### config.mk
export PLATFORM = sky130hd
export DESIGN_NAME = dop_output_ctrl
export DESIGN_NICKNAME = d
export VERILOG_FILES = /design/src/dop_panel_seq.v /design/src/dop_output_ctrl.v
export VERILOG_INCLUDE_DIRS = /design/src
export SDC_FILE = /design/constraint.sdc
export NUM_CORES = 1
export LEC_CHECK = 0
export ABC_CLOCK_PERIOD_IN_PS = 3450
export BUFFER_PORTS_ARGS = -buffer_cell sky130_fd_sc_hd__clkbuf_2
export CORE_MARGIN = 2
export CORE_UTILIZATION = 45
export CTS_CLUSTER_DIAMETER = 150
export DETAILED_ROUTE_END_ITERATION = 10
export GPL_TIMING_DRIVEN = 0
export PLACE_DENSITY = 0.73
export SYNTH_ARGS = -nofsm -noshare
export SYNTH_HDL_FRONTEND = slang
export SYNTH_SLANG_ARGS = --single-unit
export TNS_END_PERCENT = 5
### constraint.sdc
create_clock -name i_clk -period 3.45 [get_ports i_clk]
set_input_delay 0.69 -clock i_clk [delete_from_list [all_inputs] [get_ports i_clk]]
set_output_delay 0.69 -clock i_clk [all_outputs]
set_load 0.05 [all_outputs]
### src/dop_defines.vh
// Register map, field positions, reset values and timing counts of the display output block.
`ifndef DOP_DEFINES_VH
`define DOP_DEFINES_VH

// ----------------------------------------------------------------
// Register byte offsets
// ----------------------------------------------------------------
`define DOP_ADDR_W 16
`define DOP_OFS_TIMING_CFG 16'h8308
`define DOP_OFS_OUTPUT_CFG 16'h830c
`define DOP_OFS_STATUS 16'h8310

// ----------------------------------------------------------------
// Display timing configuration fields
// ----------------------------------------------------------------
`define DOP_BIT_PANEL_POWER_EN 0
`define DOP_BIT_CRT_VSYNC_EN 1
`define DOP_BIT_CRT_HSYNC_EN 2
`define DOP_BIT_BLANK_EN 3
`define DOP_TIMING_CFG_W 4
`define DOP_TIMING_CFG_RESET 4'h0

// ----------------------------------------------------------------
// Display output configuration fields
// ----------------------------------------------------------------
`define DOP_BIT_LB_TEST_MODE 15
`define DOP_BIT_LB_RW_SELECT 14
`define DOP_BIT_PANEL_DATA_HI_EN 13
`define DOP_BIT_PANEL_DATA_LO_EN 12
`define DOP_OUTPUT_CFG_W 16
`define DOP_OUTPUT_CFG_RESET 16'h0000

// ----------------------------------------------------------------
// Panel bus split and status fields
// ----------------------------------------------------------------
`define DOP_PANEL_W 18
`define DOP_PANEL_HI_LSB 9
`define DOP_STAGE_W 3
`define DOP_STAT_STAGE_LSB 0
`define DOP_STAT_DONE 4
`define DOP_STAT_BUSY 5

// ----------------------------------------------------------------
// Timing
// ----------------------------------------------------------------
`define DOP_CLK_PERIOD_NS 40
`define DOP_STEP_TIME_NS 32000
`define DOP_STEP_CYCLES (`DOP_STEP_TIME_NS / `DOP_CLK_PERIOD_NS)

// ----------------------------------------------------------------
// Bus answers
// ----------------------------------------------------------------
`define DOP_RESP_OKAY 2'b00
`define DOP_RESP_SLVERR 2'b10

`endif

### src/dop_panel_seq.v
// Flat-panel power sequencer stepping supply, clocks, bias and backlight in order.
`timescale 1ns/1ps
`default_nettype none
`include "dop_defines.vh"

module dop_panel_seq #(
  parameter integer STEP_CYCLES = `DOP_STEP_CYCLES
) (
  // Clock and reset
  input wire i_clk,
  input wire i_rst_n,
  // Sequence requests
  input wire i_power_up,
  input wire i_power_down,
  // Sequence state
  output reg [`DOP_STAGE_W-1:0] o_stage,
  output wire o_done,
  output wire o_busy
);

  // ----------------------------------------------------------------
  // States
  // ----------------------------------------------------------------
  localparam [3:0] S_OFF = 4'b0001;
  localparam [3:0] S_UP = 4'b0010;
  localparam [3:0] S_ON = 4'b0100;
  localparam [3:0] S_DOWN = 4'b1000;
  localparam [`DOP_STAGE_W-1:0] STAGE_MAX = 3'd4;
  localparam integer STEP_LAST_I = STEP_CYCLES - 1;
  localparam [15:0] STEP_LAST = STEP_LAST_I[15:0];

  reg [3:0] state;
  reg [15:0] wait_cnt;
  wire step_due;

  assign step_due = (wait_cnt == STEP_LAST);
  assign o_done = (state == S_ON);
  assign o_busy = (state == S_UP) || (state == S_DOWN);

  // ----------------------------------------------------------------
  // Sequencer
  // ----------------------------------------------------------------
  // A reversal mid-sequence walks back from the stage already reached,
  // so a supply is never dropped while its dependants are still on.
  always @(posedge i_clk) begin
    if (!i_rst_n) begin
      state <= S_OFF;
      o_stage <= {`DOP_STAGE_W{1'b0}};
      wait_cnt <= 16'h0000;
    end else begin
      case (state)
        S_OFF: begin
          wait_cnt <= 16'h0000;
          if (i_power_up) begin
            state <= S_UP;
            o_stage <= 3'd1;
          end
        end
        S_UP: begin
          if (i_power_down) begin
            state <= S_DOWN;
            wait_cnt <= 16'h0000;
          end else if (step_due) begin
            wait_cnt <= 16'h0000;
            o_stage <= o_stage + 3'd1;
            if (o_stage + 3'd1 == STAGE_MAX) begin
              state <= S_ON;
            end
          end else begin
            wait_cnt <= wait_cnt + 16'h0001;
          end
        end
        S_ON: begin
          wait_cnt <= 16'h0000;
          if (i_power_down) begin
            state <= S_DOWN;
            o_stage <= o_stage - 3'd1;
          end
        end
        S_DOWN: begin
          if (i_power_up) begin
            state <= S_UP;
            wait_cnt <= 16'h0000;
          end else if (step_due) begin
            wait_cnt <= 16'h0000;
            o_stage <= o_stage - 3'd1;
            if (o_stage == 3'd1) begin
              state <= S_OFF;
            end
          end else begin
            wait_cnt <= wait_cnt + 16'h0001;
          end
        end
        default: begin
          state <= S_OFF;
          o_stage <= {`DOP_STAGE_W{1'b0}};
          wait_cnt <= 16'h0000;
        end
      endcase
    end
  end

endmodule
`default_nettype wire

### src/dop_output_ctrl.v
// Display output control: sync gating, panel power sequencing and output configuration.
`timescale 1ns/1ps
`default_nettype none
`include "dop_defines.vh"

// Behaviour
// - CRT vertical sync enable cleared holds CRT vertical sync output low.
// - CRT sync enable never touches panel sync; sequencer alone gates it.
// - Rising panel power enable starts power-up; a held level never restarts it.
// - Power-up order: supply, then clocks/syncs/pixel bus, then bias, then backlight.
// - Falling panel power enable powers down in reverse order.
// - Line buffer test mode bit opens the RAM to diagnostic access.
// - Rising test mode bit resets the line buffer write pointer.
// - Select bit: 0 uses write address, 1 uses read address.
// - Panel data high enable at 0 drives pixel lines 17 to 9 low.
// - Reset clears the configuration register; reserved bits 31:16 written zero.
module dop_output_ctrl #(
  parameter integer STEP_CYCLES = `DOP_STEP_CYCLES,
  parameter integer PANEL_W = `DOP_PANEL_W
) (
  // Clock and reset
  input wire i_clk,
  input wire i_rst_n,
  // AXI4-Lite write address
  input wire [`DOP_ADDR_W-1:0] i_awaddr,
  input wire i_awvalid,
  output wire o_awready,
  // AXI4-Lite write data
  input wire [31:0] i_wdata,
  input wire [3:0] i_wstrb,
  input wire i_wvalid,
  output wire o_wready,
  // AXI4-Lite write response
  output reg [1:0] o_bresp,
  output reg o_bvalid,
  input wire i_bready,
  // AXI4-Lite read address
  input wire [`DOP_ADDR_W-1:0] i_araddr,
  input wire i_arvalid,
  output wire o_arready,
  // AXI4-Lite read data
  output reg [31:0] o_rdata,
  output reg [1:0] o_rresp,
  output reg o_rvalid,
  input wire i_rready,
  // Raw timing from the display timing generator
  input wire i_crt_hsync,
  input wire i_crt_vsync,
  input wire i_panel_hsync,
  input wire i_panel_vsync,
  input wire i_blank_n,
  input wire [PANEL_W-1:0] i_panel_data,
  // CRT outputs
  output reg o_crt_hsync,
  output reg o_crt_vsync,
  output reg o_blank_n,
  // Flat panel outputs
  output reg o_panel_vdd,
  output reg o_panel_clk_en,
  output reg o_panel_hsync,
  output reg o_panel_vsync,
  output reg [PANEL_W-1:0] o_panel_data,
  output reg o_panel_bias,
  output reg o_panel_backlight,
  // Compressed line buffer diagnostic controls
  output reg o_lb_test_mode,
  output reg o_lb_rw_select,
  output reg o_lb_wptr_reset
);

  // ----------------------------------------------------------------
  // Helpers
  // ----------------------------------------------------------------
  function [31:0] merge_bytes;
    input [31:0] old_val;
    input [31:0] new_val;
    input [3:0] strb;
    integer b;
    begin
      merge_bytes = old_val;
      for (b = 0; b < 4; b = b + 1) begin
        if (strb[b]) begin
          merge_bytes[b*8 +: 8] = new_val[b*8 +: 8];
        end
      end
    end
  endfunction

  function is_mapped;
    input [`DOP_ADDR_W-1:0] addr;
    begin
      is_mapped = (addr == `DOP_OFS_TIMING_CFG) || (addr == `DOP_OFS_OUTPUT_CFG) ||
                  (addr == `DOP_OFS_STATUS);
    end
  endfunction

  // ----------------------------------------------------------------
  // Registers and state
  // ----------------------------------------------------------------
  reg [`DOP_TIMING_CFG_W-1:0] display_timing_configuration;
  reg [`DOP_OUTPUT_CFG_W-1:0] display_output_configuration;
  reg aw_held;
  reg [`DOP_ADDR_W-1:0] aw_addr;
  reg w_held;
  reg [31:0] w_data;
  reg [3:0] w_strb;
  reg power_up_req;
  reg power_down_req;

  wire aw_take;
  wire w_take;
  wire have_aw;
  wire have_w;
  wire do_write;
  wire [`DOP_ADDR_W-1:0] wr_addr;
  wire [31:0] wr_data;
  wire [3:0] wr_strb;
  wire [31:0] next_timing_word;
  wire [31:0] next_output_word;
  wire [`DOP_TIMING_CFG_W-1:0] next_timing;
  wire [`DOP_OUTPUT_CFG_W-1:0] next_output;
  wire timing_hit;
  wire output_hit;
  wire ar_take;
  wire [`DOP_STAGE_W-1:0] seq_stage;
  wire seq_done;
  wire seq_busy;
  wire [31:0] status_word;

  // ----------------------------------------------------------------
  // Write channel
  // ----------------------------------------------------------------
  // Address and data are taken in either order; the response waits
  // for both and no new write is taken while a response is pending.
  assign o_awready = !aw_held && !o_bvalid;
  assign o_wready = !w_held && !o_bvalid;
  assign aw_take = i_awvalid && o_awready;
  assign w_take = i_wvalid && o_wready;
  assign have_aw = aw_held || aw_take;
  assign have_w = w_held || w_take;
  assign do_write = have_aw && have_w && !o_bvalid;
  assign wr_addr = aw_held ? aw_addr : i_awaddr;
  assign wr_data = w_held ? w_data : i_wdata;
  assign wr_strb = w_held ? w_strb : i_wstrb;
  assign timing_hit = do_write && (wr_addr == `DOP_OFS_TIMING_CFG);
  assign output_hit = do_write && (wr_addr == `DOP_OFS_OUTPUT_CFG);

  assign next_timing_word = merge_bytes({28'h000_0000, display_timing_configuration},
                                        wr_data, wr_strb);
  assign next_output_word = merge_bytes({16'h0000, display_output_configuration},
                                        wr_data, wr_strb);
  assign next_timing = next_timing_word[`DOP_TIMING_CFG_W-1:0];
  // Upper bits are not stored, so anything written there is dropped.
  assign next_output = next_output_word[`DOP_OUTPUT_CFG_W-1:0];

  always @(posedge i_clk) begin
    if (!i_rst_n) begin
      aw_held <= 1'b0;
      aw_addr <= {`DOP_ADDR_W{1'b0}};
      w_held <= 1'b0;
      w_data <= 32'h0000_0000;
      w_strb <= 4'h0;
      o_bvalid <= 1'b0;
      o_bresp <= `DOP_RESP_OKAY;
    end else begin
      if (do_write) begin
        aw_held <= 1'b0;
        w_held <= 1'b0;
        o_bvalid <= 1'b1;
        o_bresp <= is_mapped(wr_addr) ? `DOP_RESP_OKAY : `DOP_RESP_SLVERR;
      end else begin
        if (aw_take) begin
          aw_held <= 1'b1;
          aw_addr <= i_awaddr;
        end
        if (w_take) begin
          w_held <= 1'b1;
          w_data <= i_wdata;
          w_strb <= i_wstrb;
        end
        if (o_bvalid && i_bready) begin
          o_bvalid <= 1'b0;
        end
      end
    end
  end

  // ----------------------------------------------------------------
  // Configuration registers and edge requests
  // ----------------------------------------------------------------
  // Edges are taken from the stored bit, not the bus, so rewriting the
  // same value never restarts a sequence or the write pointer.
  always @(posedge i_clk) begin
    if (!i_rst_n) begin
      display_timing_configuration <= `DOP_TIMING_CFG_RESET;
      display_output_configuration <= `DOP_OUTPUT_CFG_RESET;
      power_up_req <= 1'b0;
      power_down_req <= 1'b0;
      o_lb_wptr_reset <= 1'b0;
    end else begin
      power_up_req <= timing_hit && next_timing[`DOP_BIT_PANEL_POWER_EN] &&
                      !display_timing_configuration[`DOP_BIT_PANEL_POWER_EN];
      power_down_req <= timing_hit && !next_timing[`DOP_BIT_PANEL_POWER_EN] &&
                        display_timing_configuration[`DOP_BIT_PANEL_POWER_EN];
      o_lb_wptr_reset <= output_hit && next_output[`DOP_BIT_LB_TEST_MODE] &&
                         !display_output_configuration[`DOP_BIT_LB_TEST_MODE];
      if (timing_hit) begin
        display_timing_configuration <= next_timing;
      end
      if (output_hit) begin
        display_output_configuration <= next_output;
      end
    end
  end

  // ----------------------------------------------------------------
  // Read channel
  // ----------------------------------------------------------------
  assign status_word = {26'h000_0000, seq_busy, seq_done, 1'b0, seq_stage};
  assign o_arready = !o_rvalid;
  assign ar_take = i_arvalid && o_arready;

  always @(posedge i_clk) begin
    if (!i_rst_n) begin
      o_rvalid <= 1'b0;
      o_rdata <= 32'h0000_0000;
      o_rresp <= `DOP_RESP_OKAY;
    end else if (ar_take) begin
      o_rvalid <= 1'b1;
      o_rresp <= `DOP_RESP_OKAY;
      case (i_araddr)
        `DOP_OFS_TIMING_CFG: o_rdata <= {28'h000_0000, display_timing_configuration};
        `DOP_OFS_OUTPUT_CFG: o_rdata <= {16'h0000, display_output_configuration};
        `DOP_OFS_STATUS: o_rdata <= status_word;
        default: begin
          o_rdata <= 32'h0000_0000;
          o_rresp <= `DOP_RESP_SLVERR;
        end
      endcase
    end else if (i_rready) begin
      o_rvalid <= 1'b0;
    end
  end

  // ----------------------------------------------------------------
  // Panel power sequencer
  // ----------------------------------------------------------------
  dop_panel_seq #(
    .STEP_CYCLES(STEP_CYCLES)
  ) u_seq (
    .i_clk(i_clk),
    .i_rst_n(i_rst_n),
    .i_power_up(power_up_req),
    .i_power_down(power_down_req),
    .o_stage(seq_stage),
    .o_done(seq_done),
    .o_busy(seq_busy)
  );

  // ----------------------------------------------------------------
  // Output gating
  // ----------------------------------------------------------------
  // All outputs set here are registered so the pins never glitch on a decode;
  // the price is one cycle of latency on sync and pixel data.
  always @(posedge i_clk) begin
    if (!i_rst_n) begin
      o_crt_hsync <= 1'b0;
      o_crt_vsync <= 1'b0;
      o_blank_n <= 1'b0;
      o_panel_vdd <= 1'b0;
      o_panel_clk_en <= 1'b0;
      o_panel_hsync <= 1'b0;
      o_panel_vsync <= 1'b0;
      o_panel_data <= {PANEL_W{1'b0}};
      o_panel_bias <= 1'b0;
      o_panel_backlight <= 1'b0;
      o_lb_test_mode <= 1'b0;
      o_lb_rw_select <= 1'b0;
    end else begin
      o_crt_vsync <= display_timing_configuration[`DOP_BIT_CRT_VSYNC_EN] &&
                     i_crt_vsync;
      o_crt_hsync <= display_timing_configuration[`DOP_BIT_CRT_HSYNC_EN] && i_crt_hsync;
      o_blank_n <= display_timing_configuration[`DOP_BIT_BLANK_EN] && i_blank_n;
      o_panel_vdd <= (seq_stage >= 3'd1);
      o_panel_clk_en <= (seq_stage >= 3'd2);
      o_panel_hsync <= (seq_stage >= 3'd2) && i_panel_hsync;
      o_panel_vsync <= (seq_stage >= 3'd2) && i_panel_vsync;
      o_panel_bias <= (seq_stage >= 3'd3);
      o_panel_backlight <= (seq_stage >= 3'd4);
      if (seq_stage >= 3'd2) begin
        o_panel_data[PANEL_W-1:`DOP_PANEL_HI_LSB] <=
          display_output_configuration[`DOP_BIT_PANEL_DATA_HI_EN] ?
          i_panel_data[PANEL_W-1:`DOP_PANEL_HI_LSB] :
          {(PANEL_W-`DOP_PANEL_HI_LSB){1'b0}};
        o_panel_data[`DOP_PANEL_HI_LSB-1:0] <=
          display_output_configuration[`DOP_BIT_PANEL_DATA_LO_EN] ?
          i_panel_data[`DOP_PANEL_HI_LSB-1:0] : {`DOP_PANEL_HI_LSB{1'b0}};
      end else begin
        o_panel_data <= {PANEL_W{1'b0}};
      end
      o_lb_test_mode <= display_output_configuration[`DOP_BIT_LB_TEST_MODE];
      o_lb_rw_select <= display_output_configuration[`DOP_BIT_LB_RW_SELECT];
    end
  end

endmodule
`default_nettype wire

==> results of run 1 <==
==> where the power goes <==
group          switching, µW  internal, µW  total [µW]
Sequential              49.2          1570        1620
Clock                    628          1240        1870
Combinational            458           260         718
==> state kept, by name, summed over array words and instances, names as in the netlist, 4 cells and up <==
signal and cells:
o_panel_data 18, aw_addr 16, display_output_configuration 16, o_rdata 16
u_seq.wait_cnt 16, w_data 16, display_timing_configuration 4, u_seq.state 4
==> kinds of logic after synthesis <==
family	count (synthesis)
xor gates and xnor gates	16
adders and majority gates	7
AOI/OAI and AO/OA	115
other	1
and+or+nand+nor	250
DFF	131
muxes	42
buffers and inverters	66
==> final timing paths <==
kind / end / slack [ps]
max: o_wready / 700
max reg2reg: o_lb_wptr_reset$_SDFF_PN0_ / 1240
min: w_data[7]$_SDFFE_PN0P_ / 450
min reg2reg: w_data[7]$_SDFFE_PN0P_ / 450
==> tightest hold or removal path: stages (launching register included) <==
cell and delay, ps:
dfxtp_1 300, nand2_1 50, a21oi_1 50
==> cells in the final DEF, fill, tap and decap left out, drive strengths merged, types with 9 or more instances in the layout <==
| cell type | count |
|---|---|
| nor3 | 17 |
| o21ai | 12 |
| a211oi | 15 |
| a21oi | 54 |
| nor2 | 65 |
| clkbuf | 174 |
| nand3 | 22 |
| inv | 9 |
| a31oi | 9 |
| mux2i | 40 |
| dfxtp | 131 |
| conb | 18 |
| buf | 34 |
| and3 | 32 |
| nand2 | 63 |
==> routing by layer <==
layer  part of all wire [%]  vias to the layer above  GRT usage [%]
met5                      0                        -              0
met4                    1.9                        0          8.413
met3                    3.6                       24          4.184
met2                     51                      103          37.23
met1                     43                     2325          26.46
li1                       -                     2513              -
==> Yosys cell counts (all sizes together), types with 3 or more instances <==
master / instances / area share [%]
nand3b: 3 / 0.40
nor3b: 5 / 0.67
nand3: 22 / 2.0
xnor2: 8 / 1.2
inv: 9 / 0.60
and3b: 4 / 0.62
and2: 5 / 0.55
clkbuf: 22 / 1.5
a31oi: 9 / 1.0
ha: 7 / 1.6
o21ai: 12 / 1.1
and3: 32 / 3.7
nand4: 3 / 0.44
dfxtp: 131 / 46
a21oi: 54 / 4.8
nand2b: 3 / 0.33
nand2: 63 / 4.2
buf: 34 / 4.0
nor4b: 4 / 0.62
xor2: 8 / 1.2
nor2b: 6 / 0.67
nor3: 17 / 1.6
nor2: 65 / 4.3
mux2i: 40 / 7.1
nor4: 6 / 0.78
o21a: 6 / 0.80
a211oi: 15 / 2.1
==> metrics by stage <==
step                      hold WS, ps  std cells  util (%)  power [µW]
final                           452.2        976     59.35        4206
after global routing            459.0        976     59.35        4389
after CTS                       444.1        976     59.35        4225
after detailed placement        446.7        944     54.25        2358
after global placement          440.4        944     54.25        2338
after floorplan                 429.7        645         -        2175
==> final cells by class <==
| cell class | instances | area share, % |
|---|---|---|
| inverters | 10 | 0.5222 |
| clock buffers | 21 | 6.406 |
| multi-input cells | 448 | 38.09 |
| flip-flops and latches | 131 | 36.48 |
| clock inverters | 11 | 2.193 |
| plain buffers | 56 | 4.265 |
| repair buffers | 131 | 9.121 |
| well taps | 168 | 2.924 |
==> run summary, run 1 <==
The flow ran to the end, and the final reports show no timing, DRC or antenna violations. The core region is 0.01211 mm². In this design, the largest share of critical-path delay is due to buffers and inverters. The minimum setup slack in the final design is 699.1 ps. Walking the worst path, the cells encountered are buf_2 > buf_2 > buf_1 > nor2_1 > clkbuf_2. The vertical die dimension is 116.0 µm.

The H-tree depth is 4. The number of inserted filler cells in the final layout came out at 1109. The number of vias in the routed layout came out at 4965.

The floorplan step set the die width to 116.0 µm. The antenna violation net count after detailed routing is 0. The top-level port count is 169.

The first global-routing pass estimated 22.63 mm of wire. Together, buffers and inverters on the worst path number 4. The number of max-cap violations is 0. The cell with the most instances on the worst path is buf_2. The number of placement rows came out at 40. The number of library cell types mapped by synthesis came out at 64. The root buffer cell chosen for the clock tree is clkbuf_16. The number of endpoints failing setup at the final stage came out at 0. The antenna cell count is 0. The share of the Yosys chip area taken by registers is 46.50%. The critical path in this run is classified as reg2out.

The number of detailed-route iterations in the first pass is 4. Among all stages on the critical path, the largest delay is contributed by buf_1. The buffers inserted during post-CTS setup optimization came out at 0.

The total clock sinks is 131. The half-perimeter wire length after detailed placement is 10.68 mm. The latest clock arrival within the worst-skew pair came out at 410 ps. The final net count came out at 900. The worst reg2reg path startpoint is aw_held$_SDFFE_PP0P_.

The number of antenna violations at the first check in global routing is 0. The maximum root-to-sink buffer count is 2. The total of flip-flops plus latches after synthesis came out at 131. The global router's overall resource usage came out at 21.52%. The xor and xnor area share after synthesis came out at 2.484%. Measured in cells, the most critical reg-to-reg path has a length of 6. The simple-gate area share of the yosys netlist is 22.74%. The effective utilization at floorplan is 46.57%. The placed standard-cell area came out at 0.006570 mm². The number of gates resized after CTS is 0. The arrival time of data at the critical path endpoint came out at 2060 ps. The adder-cell share of the synthesized area is 1.553%.

The global placer's final weighted congestion came out at 0.8309. The leakage power figure came out at 0.003135 µW. The actual transition at the worst max-transition pin came out at 723.0 ps. The post-synth design cell area is 0.005640 mm².

The number of buffers inserted by hold repair at cts is 0. The clock-pin slew reported for the worst setup and hold paths after clock tree synthesis came out at 50 ps. The number of buffers inserted by port buffering came out at 131. Setup repair after global routing left no endpoint under its margin. By area, the combinational part of the netlist is dominated by simple AND/OR/NAND/NOR gates. At the placement stage, the worst setup path has a slack of 777.3 ps.

In the final timing run, aggregate negative setup slack is 0 ps. The via-per-instance ratio came out at 5.087. The worst setup path is launched from a flip-flop.

In this run the number of cells on the critical path is 5. The fraction of layout instances using a drive strength above 1 is 25.74%. The count of warnings emitted by yosys is 0. The flip-flop cell with the highest count after synthesis is dfxtp_1.

Dividing the synthesized area by the synthesized cell count gives 8.982 µm². STA classifies the critical path endpoint as an output pin. The via count of the first global-routing pass came out at 4830. The routed length per placed instance came out at 14.40 µm. Summing all flip-flop and latch instances after layout gives 0.002623 mm².

The final critical delay including setup and external delays is 2751 ps. Summing all multi-input logic gate instances after layout gives 0.002738 mm². The multiplexer share of the synthesized area came out at 7.498%. The area growth from synthesis to layout is 27.44%. TritonCTS built the clock tree. The detailed router's first-iteration violation count came out at 314.

The total length of routed wires is 14.06 mm. The worst hold path belongs to the class reg2reg. The timing startpoint of the critical path is w_held$_SDFFE_PP0P_. The clock arrives with 5.381 ps of skew.

The post-synthesis compound-gate area fraction is 13.07%. The data required time at the worst endpoint is 2760 ps. Yosys mapped a number of flops with a built-in enable equal to 0.

The number of cells on the worst hold path came out at 2. The final standard cell area without fillers is 0.007188 mm². For this design the ratio of total power to cell area is 585.2 mW/mm².

The worst-case IR drop observed on VDD is 434.6 µV. The ratio of final minimum period to clock period came out at 79.74%. The number of failing hold endpoints at the final stage came to 0.

The final global-route overflow total came out at 0. Clock tree synthesis inserted a total of 17 buffers. The beginning of the worst hold path is w_data[7]$_SDFFE_PN0P_. Of all flip-flops after synthesis, the portion carrying an async set or reset was 0%. The final max-slew violation count is 0.

For this run, the slowest stage of the critical path takes 510 ps. The remaining routing DRC violations is 0. The die outline area came out at 0.01345 mm². Along the worst path, the maximum fanout reaches 10. The maximum number of pins on one net before global-route repair is 17. The maximum frequency from static timing analysis is 363.5 MHz. The relative max-transition margin is 51.80%. The post-synthesis cell count is 628.
Note: power is estimated with default switching activity, not from simulation.
==> run 2: changes to the inputs <==
ABC_CLOCK_PERIOD_IN_PS = 2500   (was 3450)
PLACE_DENSITY = 0.76   (was 0.73)
clock period = 2.5 ns   (was 3.45 ns; I/O delays follow)
==> run 2 against run 1 <==
Compared with the run above: final cell count is 0.10% lower; routed wire length is 3.5% lower; non-clock buffer count is 1 lower; flip-flop and latch count stayed put; die area stayed put; total power is 39% higher; register-to-register slack worse by 920 ps; sequential share of layout area hardly changed; global-route usage is 0.98 points lower; clock skew is 2.9 ps higher; critical endpoint unchanged.
==> run summary, run 2 (synthesis gave the netlist of run 1 again) <==
The number of endpoints failing setup at the final stage is 0. The fraction of layout instances using a drive strength above 1 is 25.90%. The number of antenna violations at the first check in global routing is 0. After the first detailed-routing iteration, the DRC count stood at 308. The final net count came out at 899. The CTS root buffer is clkbuf_16.

The core region area came out at 0.01211 mm². The routed design could run at a clock period as short as 2192 ps. After detailed routing, the average wire length per cell comes to 13.91 µm. The area growth from synthesis to layout is 27.53%. For the pin with the worst max-slew slack, the measured transition is 705.2 ps.

The class of the tightest hold or removal check is in2reg. The total instance count after detailed placement is 944. The number of vias in the routed layout is 4914. Data arrives at the worst endpoint at 1690 ps. TritonCTS built the clock tree. The floorplan step set the die height to 116.0 µm. Clock-pin slew was measured on the worst setup and hold paths at 60 ps. The endpoint type of the worst setup path is an output pin.

Leaving out fill and tap cells, the most frequent cells in the layout are 131 x dfxtp_1, 131 x clkbuf_2, 65 x nor2_1. Dividing total power by cell area gives a power density of 810.5 mW/mm². After layout, the worst path uses 87.69% of the clock period. The worst clock skew came out at 8.302 ps. The final global-route overflow total is 0. The half-perimeter wire length after detailed placement came out at 9.939 mm.

The die covers 0.01345 mm². The remaining routing DRC violations came out at 0. The analysis attributes to cell leakage a power of 0.003126 µW.

The maximum number of pins on one net before global-route repair came out at 20. Once detail routing completed, the nets flagged for antenna violations numbered 0. The maximum frequency from static timing analysis is 456.2 MHz. The register name with the most flops is o_panel_data.

The effective utilization at floorplan came out at 46.57%. The repair_antennas step left the layout with diodes totalling 0. The peak supply drop is 466.5 µV. Along the worst path, the maximum fanout reaches 19. The final max-slew violation count is 0. The clock net in this run drives a total of 131 sinks. The startpoint class of the critical path is a flip-flop. The global placer's final weighted congestion came out at 0.8897. The type of the setup path with the least slack is reg2out. For the worst-skew pair, the clock arrives at the later sink with an insertion delay of 420 ps. The H-tree generated during clock tree synthesis spans 4 levels.

The first-pass GRT wire length came out at 21.50 mm. The data required time at the worst endpoint came out at 2000 ps. The global router's overall resource usage came out at 20.54%.

The number of flip-flops under the largest register name is 18. The maximum root-to-sink buffer count is 2. Measured along the x axis, the die boundary spans 116.0 µm. The run finished with clean final reports. Setup repair after global routing left no endpoint under its margin. Dividing the detail-routed via count by the number of cells gives 5.040. The via count of the first global-routing pass came out at 4408. Pin placement for this block handled 169 I/O pins. The final standard cell count with taps included and fillers excluded came out at 975.

Counting the buffers created by CTS gives 17. The number of failing hold endpoints at the final stage came to 0. Buffers added to address setup during post-CTS repair amount to 0. After routing, the total negative slack on setup checks comes to 0 ps. The tool flagged a number of max-cap violations equal to 0. The total length of routed wires came out at 13.56 mm. The number of detailed-route iterations in the first pass is 5. Measured against its own limit, the worst slew margin works out to 52.99%.

Input and output buffers added on the ports amount to 131. The number of placement rows is 40. The utilization after layout came out at 59.39%.
-- run 2: final cells by class --
cell class / count / area, µm²
repair buffers: 131 / 655.6
fillers: 1114 / 4918
flip-flops and latches: 131 / 2623
clock buffers: 19 / 442.9
inverters: 10 / 37.54
clock inverters: 13 / 183.9
plain buffers: 55 / 302.8
well taps: 168 / 210.2
multi-input cells: 448 / 2738
-- run 2: stage by stage --
stage / setup WS [ps] / power [µW] / hold slack (ps) / cell area (µm²)
2_1_floorplan: 412.3 / 3002 / 429.7 / 5704
3_3_place_gp: 60.31 / 3235 / 440.2 / 6570
3_5_place_dp: 50.61 / 3248 / 443.3 / 6570
4_1_cts: 288.2 / 5850 / 248.6 / 7193
5_1_grt: 166.6 / 6063 / 254.9 / 7193
6_report: 307.8 / 5830 / 260.8 / 7193
-- run 2: critical path, cell delays in order, from the launching register on --
cell and delay (ps):
dfxtp_1 300, buf_2 170, buf_2 450, nor2_1 100, clkbuf_2 250
-- run 2: routing by layer --
| metal | wire length, µm | part of all wire, % | track usage, % |
|---|---|---|---|
| met4 | 214 | 1.6 | 7.778 |
| met3 | 608 | 4.5 | 5.282 |
| met5 | 0 | 0 | 0 |
| met2 | 6567 | 48 | 33.53 |
| met1 | 6174 | 46 | 26.25 |
-- run 2: repair_timing --
item / in CTS / in global routing
resized for setup: 0 / 0
setup endpoints to repair: 1 / 0
hold endpoints to repair: 0 / 0
hold buffers: 0 / 0
-- run 2: path summary, 6_finish.rpt --
| check | from | end | depth (start not counted) | slack [ps] |
|---|---|---|---|---|
| setup / recovery | w_held$_SDFFE_PP0P_ | o_wready | 4 | 310 |
| hold / removal | i_rready | o_rvalid$_SDFFE_PN0P_ | 2 | 260 |
| setup reg to reg | aw_held$_SDFFE_PP0P_ | o_lb_wptr_reset$_SDFF_PN0_ | 6 | 320 |
| hold reg to reg | o_rdata[12]$_SDFFE_PN0P_ | o_rdata[12]$_SDFFE_PN0P_ | 2 | 450 |
-- run 2: report_power, final --
| part | leakage, µW | internal (µW) | total, µW | switching [µW] |
|---|---|---|---|---|
| clock network | 0.000299 | 1690 | 2610 | 918 |
| logic | 0.00177 | 359 | 989 | 630 |
| registers | 0.00106 | 2170 | 2230 | 62.7 |
| total | 0.00313 | 4220 | 5830 | 1610 |
==> run 3: changes to the inputs <==
CORE_UTILIZATION = 40   (was 45)
PLACE_DENSITY = 0.69   (was 0.76)
RECOVER_POWER = 100   (was unset)
==> run 3 against run 2 <==
Compared with the run above: routed wire length increased by 2.2%; clock power down 8.0%; global-route usage shrank 1.7 points.
==> run summary, run 3 (synthesis gave the netlist of run 1 again) <==
The type of the setup path with the least slack is reg2out. The fraction of layout instances using a drive strength above 1 is 18.63%. The sequential fraction of design power came out at 39.8%. The maximum cell stage delay along the critical path is 500 ps. Buffers placed on the I/O ports in this run total 131. The maximum frequency from static timing analysis came out at 444.7 MHz. Setup violations remaining at the end of the flow were counted as 0. With fillers left out, the area of the finished cells amounts to 0.007077 mm². The maximum number of pins on one net before global-route repair is 20. The maximum root-to-sink buffer count came out at 2. The peak supply drop is 549.4 µV. The clock arrives with 7.287 ps of skew.

The core region area is 0.01383 mm². 169 I/O pins were placed. The latest clock arrival within the worst-skew pair came out at 420 ps.

The slowest stage of the critical path is the clkbuf_2 cell. In this run the cell area measured after placement is 0.006585 mm². The final global-route overflow total is 0.

The maximum fanout count along the critical path came out at 19. Traced cell by cell, the critical path runs through buf_2 > clkbuf_2 > nor2_1 > clkbuf_2. The cell internal power dissipation came out at 4020 µW. The die outline area is 0.01507 mm².

Among the stages of the critical path, the cell type that occurs most often is clkbuf_2. The library cells used most frequently in the layout, excluding fill and tap cells, are 131 x dfxtp_1, 82 x clkbuf_1, 80 x clkbuf_2. The endpoint type of the worst setup path is an output pin. Before CTS, the worst setup slack after placement is 31.25 ps. Global routing used 18.85% of the available tracks across all layers.

The arrival time of data at the critical path endpoint is 1750 ps. The number of placement rows is 43. Buffers added to address setup during post-CTS repair amount to 0. Together, buffers and inverters on the worst path number 3. In the routed design, unresolved DRC markers number 0. The minimum setup slack in the final design is 251.4 ps. The global placer's final weighted congestion came out at 0.9011. Counting the buffers created by CTS gives 17. The portion of total power attributed to the clock network is 42.7%. The final max-slew violation count is 0. The via-per-instance ratio came out at 4.919. Counting flops per register, the top entry is o_panel_data. The startpoint class of the critical path is a flip-flop. TritonCTS built the clock tree. The setup total negative slack came out at 0 ps.

From bottom edge to top edge, the die measures 122.7 µm. In this run the tightest slew margin relative to its limit is 53.47%. The utilization after layout came out at 51.18%. The number of flip-flops under the largest register name came out at 18.

The actual transition at the worst max-transition pin came out at 698.0 ps. The power share of the combinational group is 17.4%. The H-tree depth is 4. The run finished with clean final reports. The class of the tightest hold or removal check is in2reg. The data required time at the worst endpoint is 2000 ps. After clock tree synthesis, the clock-pin slew on the worst setup and hold paths is 60 ps. For this configuration, the core starts out at a cell density of 40.79%. The first-pass GRT wire length came out at 22.09 mm. The number of failing hold endpoints at the final stage is 0.

The routed layout has 4845 vias. The area growth from synthesis to layout is 25.47%. The total net switching power came out at 1586 µW.

The number of antenna violations at the first check in global routing came to 0. The leakage power figure came out at 0.002911 µW. The clock drives 131 sinks. The first detailed-routing pass took 5 iterations. Summed over all layers, the routed wires come to 13.86 mm. The top cell family by delay on the critical path is buffers and inverters. The via count of the first global-routing pass came to 4517. The CTS root buffer is clkbuf_16.

The switching share of power came out at 28.29%. The ratio of final minimum period to clock period is 89.95%. The final critical delay including setup and external delays is 2249 ps. The post-route total power came out at 5606 µW. Setup repair after global routing left no endpoint under its margin. The antenna cell count is 0. The number of max-cap violations came out at 0.

After detailed routing, the average wire length per cell comes to 14.07 µm. The final net count is 899. The half-perimeter wire length after detailed placement came out at 10.16 mm. The commonest non-fill, non-tap cell in the layout is dfxtp_1. Power spread over the standard cell area amounts to 792.1 mW/mm².

The detailed router's first-iteration violation count came out at 283. The die width is 122.7 µm. The antenna violation net count after detailed routing is 0.
[run 3: power groups by stage]
| stage | Sequential, µW | Combinational [µW] | Clock, µW |
|---|---|---|---|
| after floorplan | 2320 | 677 | 0 |
| after global placement | 2270 | 970 | 0 |
| after detailed placement | 2280 | 974 | 0 |
| after CTS | 2230 | 979 | 2430 |
| after global routing | 2240 | 1090 | 2500 |
| final | 2230 | 976 | 2400 |
[run 3: through the flow]
step	cells	hold WS, ps
2_1_floorplan	645	429.7
3_3_place_gp	956	439.8
4_1_cts	985	238.2
3_5_place_dp	956	443.9
6_report	985	249.7
5_1_grt	985	255.9
[run 3: final timing paths]
path	startpoint	endpoint	slack (ps)	cells after the start
worst max-delay path	w_held$_SDFFE_PP0P_	o_wready	250	4
worst min register to register	o_rdata[12]$_SDFFE_PN0P_	o_rdata[12]$_SDFFE_PN0P_	450	2
worst max register to register	aw_held$_SDFFE_PP0P_	o_lb_wptr_reset$_SDFF_PN0_	270	6
worst min-delay path	i_rready	o_rvalid$_SDFFE_PN0P_	250	2
[run 3: repair_timing]
item,in CTS,in global routing
hold buffers,0,0
gates resized for setup,0,0
setup endpoints to repair,1,0
endpoints found under the hold margin,0,0
[run 3: final cells by class]
class / count / area (µm²)
fillers: 1317 / 6750
multi-input cells: 448 / 2738
flip-flops and latches: 131 / 2623
repair buffers: 131 / 589.3
clock buffers: 20 / 456.7
plain buffers: 55 / 297.8
well taps: 180 / 225.2
clock inverters: 10 / 110.1
inverters: 10 / 37.54
[run 3: routing by layer]
layer | vias to the layer above | track usage (%) | share of wire [%]
met2 | 113 | 30.49 | 47
met5 | - | 0 | 0
met4 | 0 | 7.399 | 1.8
met3 | 19 | 4.786 | 4.6
met1 | 2209 | 24.02 | 46
li1 | 2504 | - | -
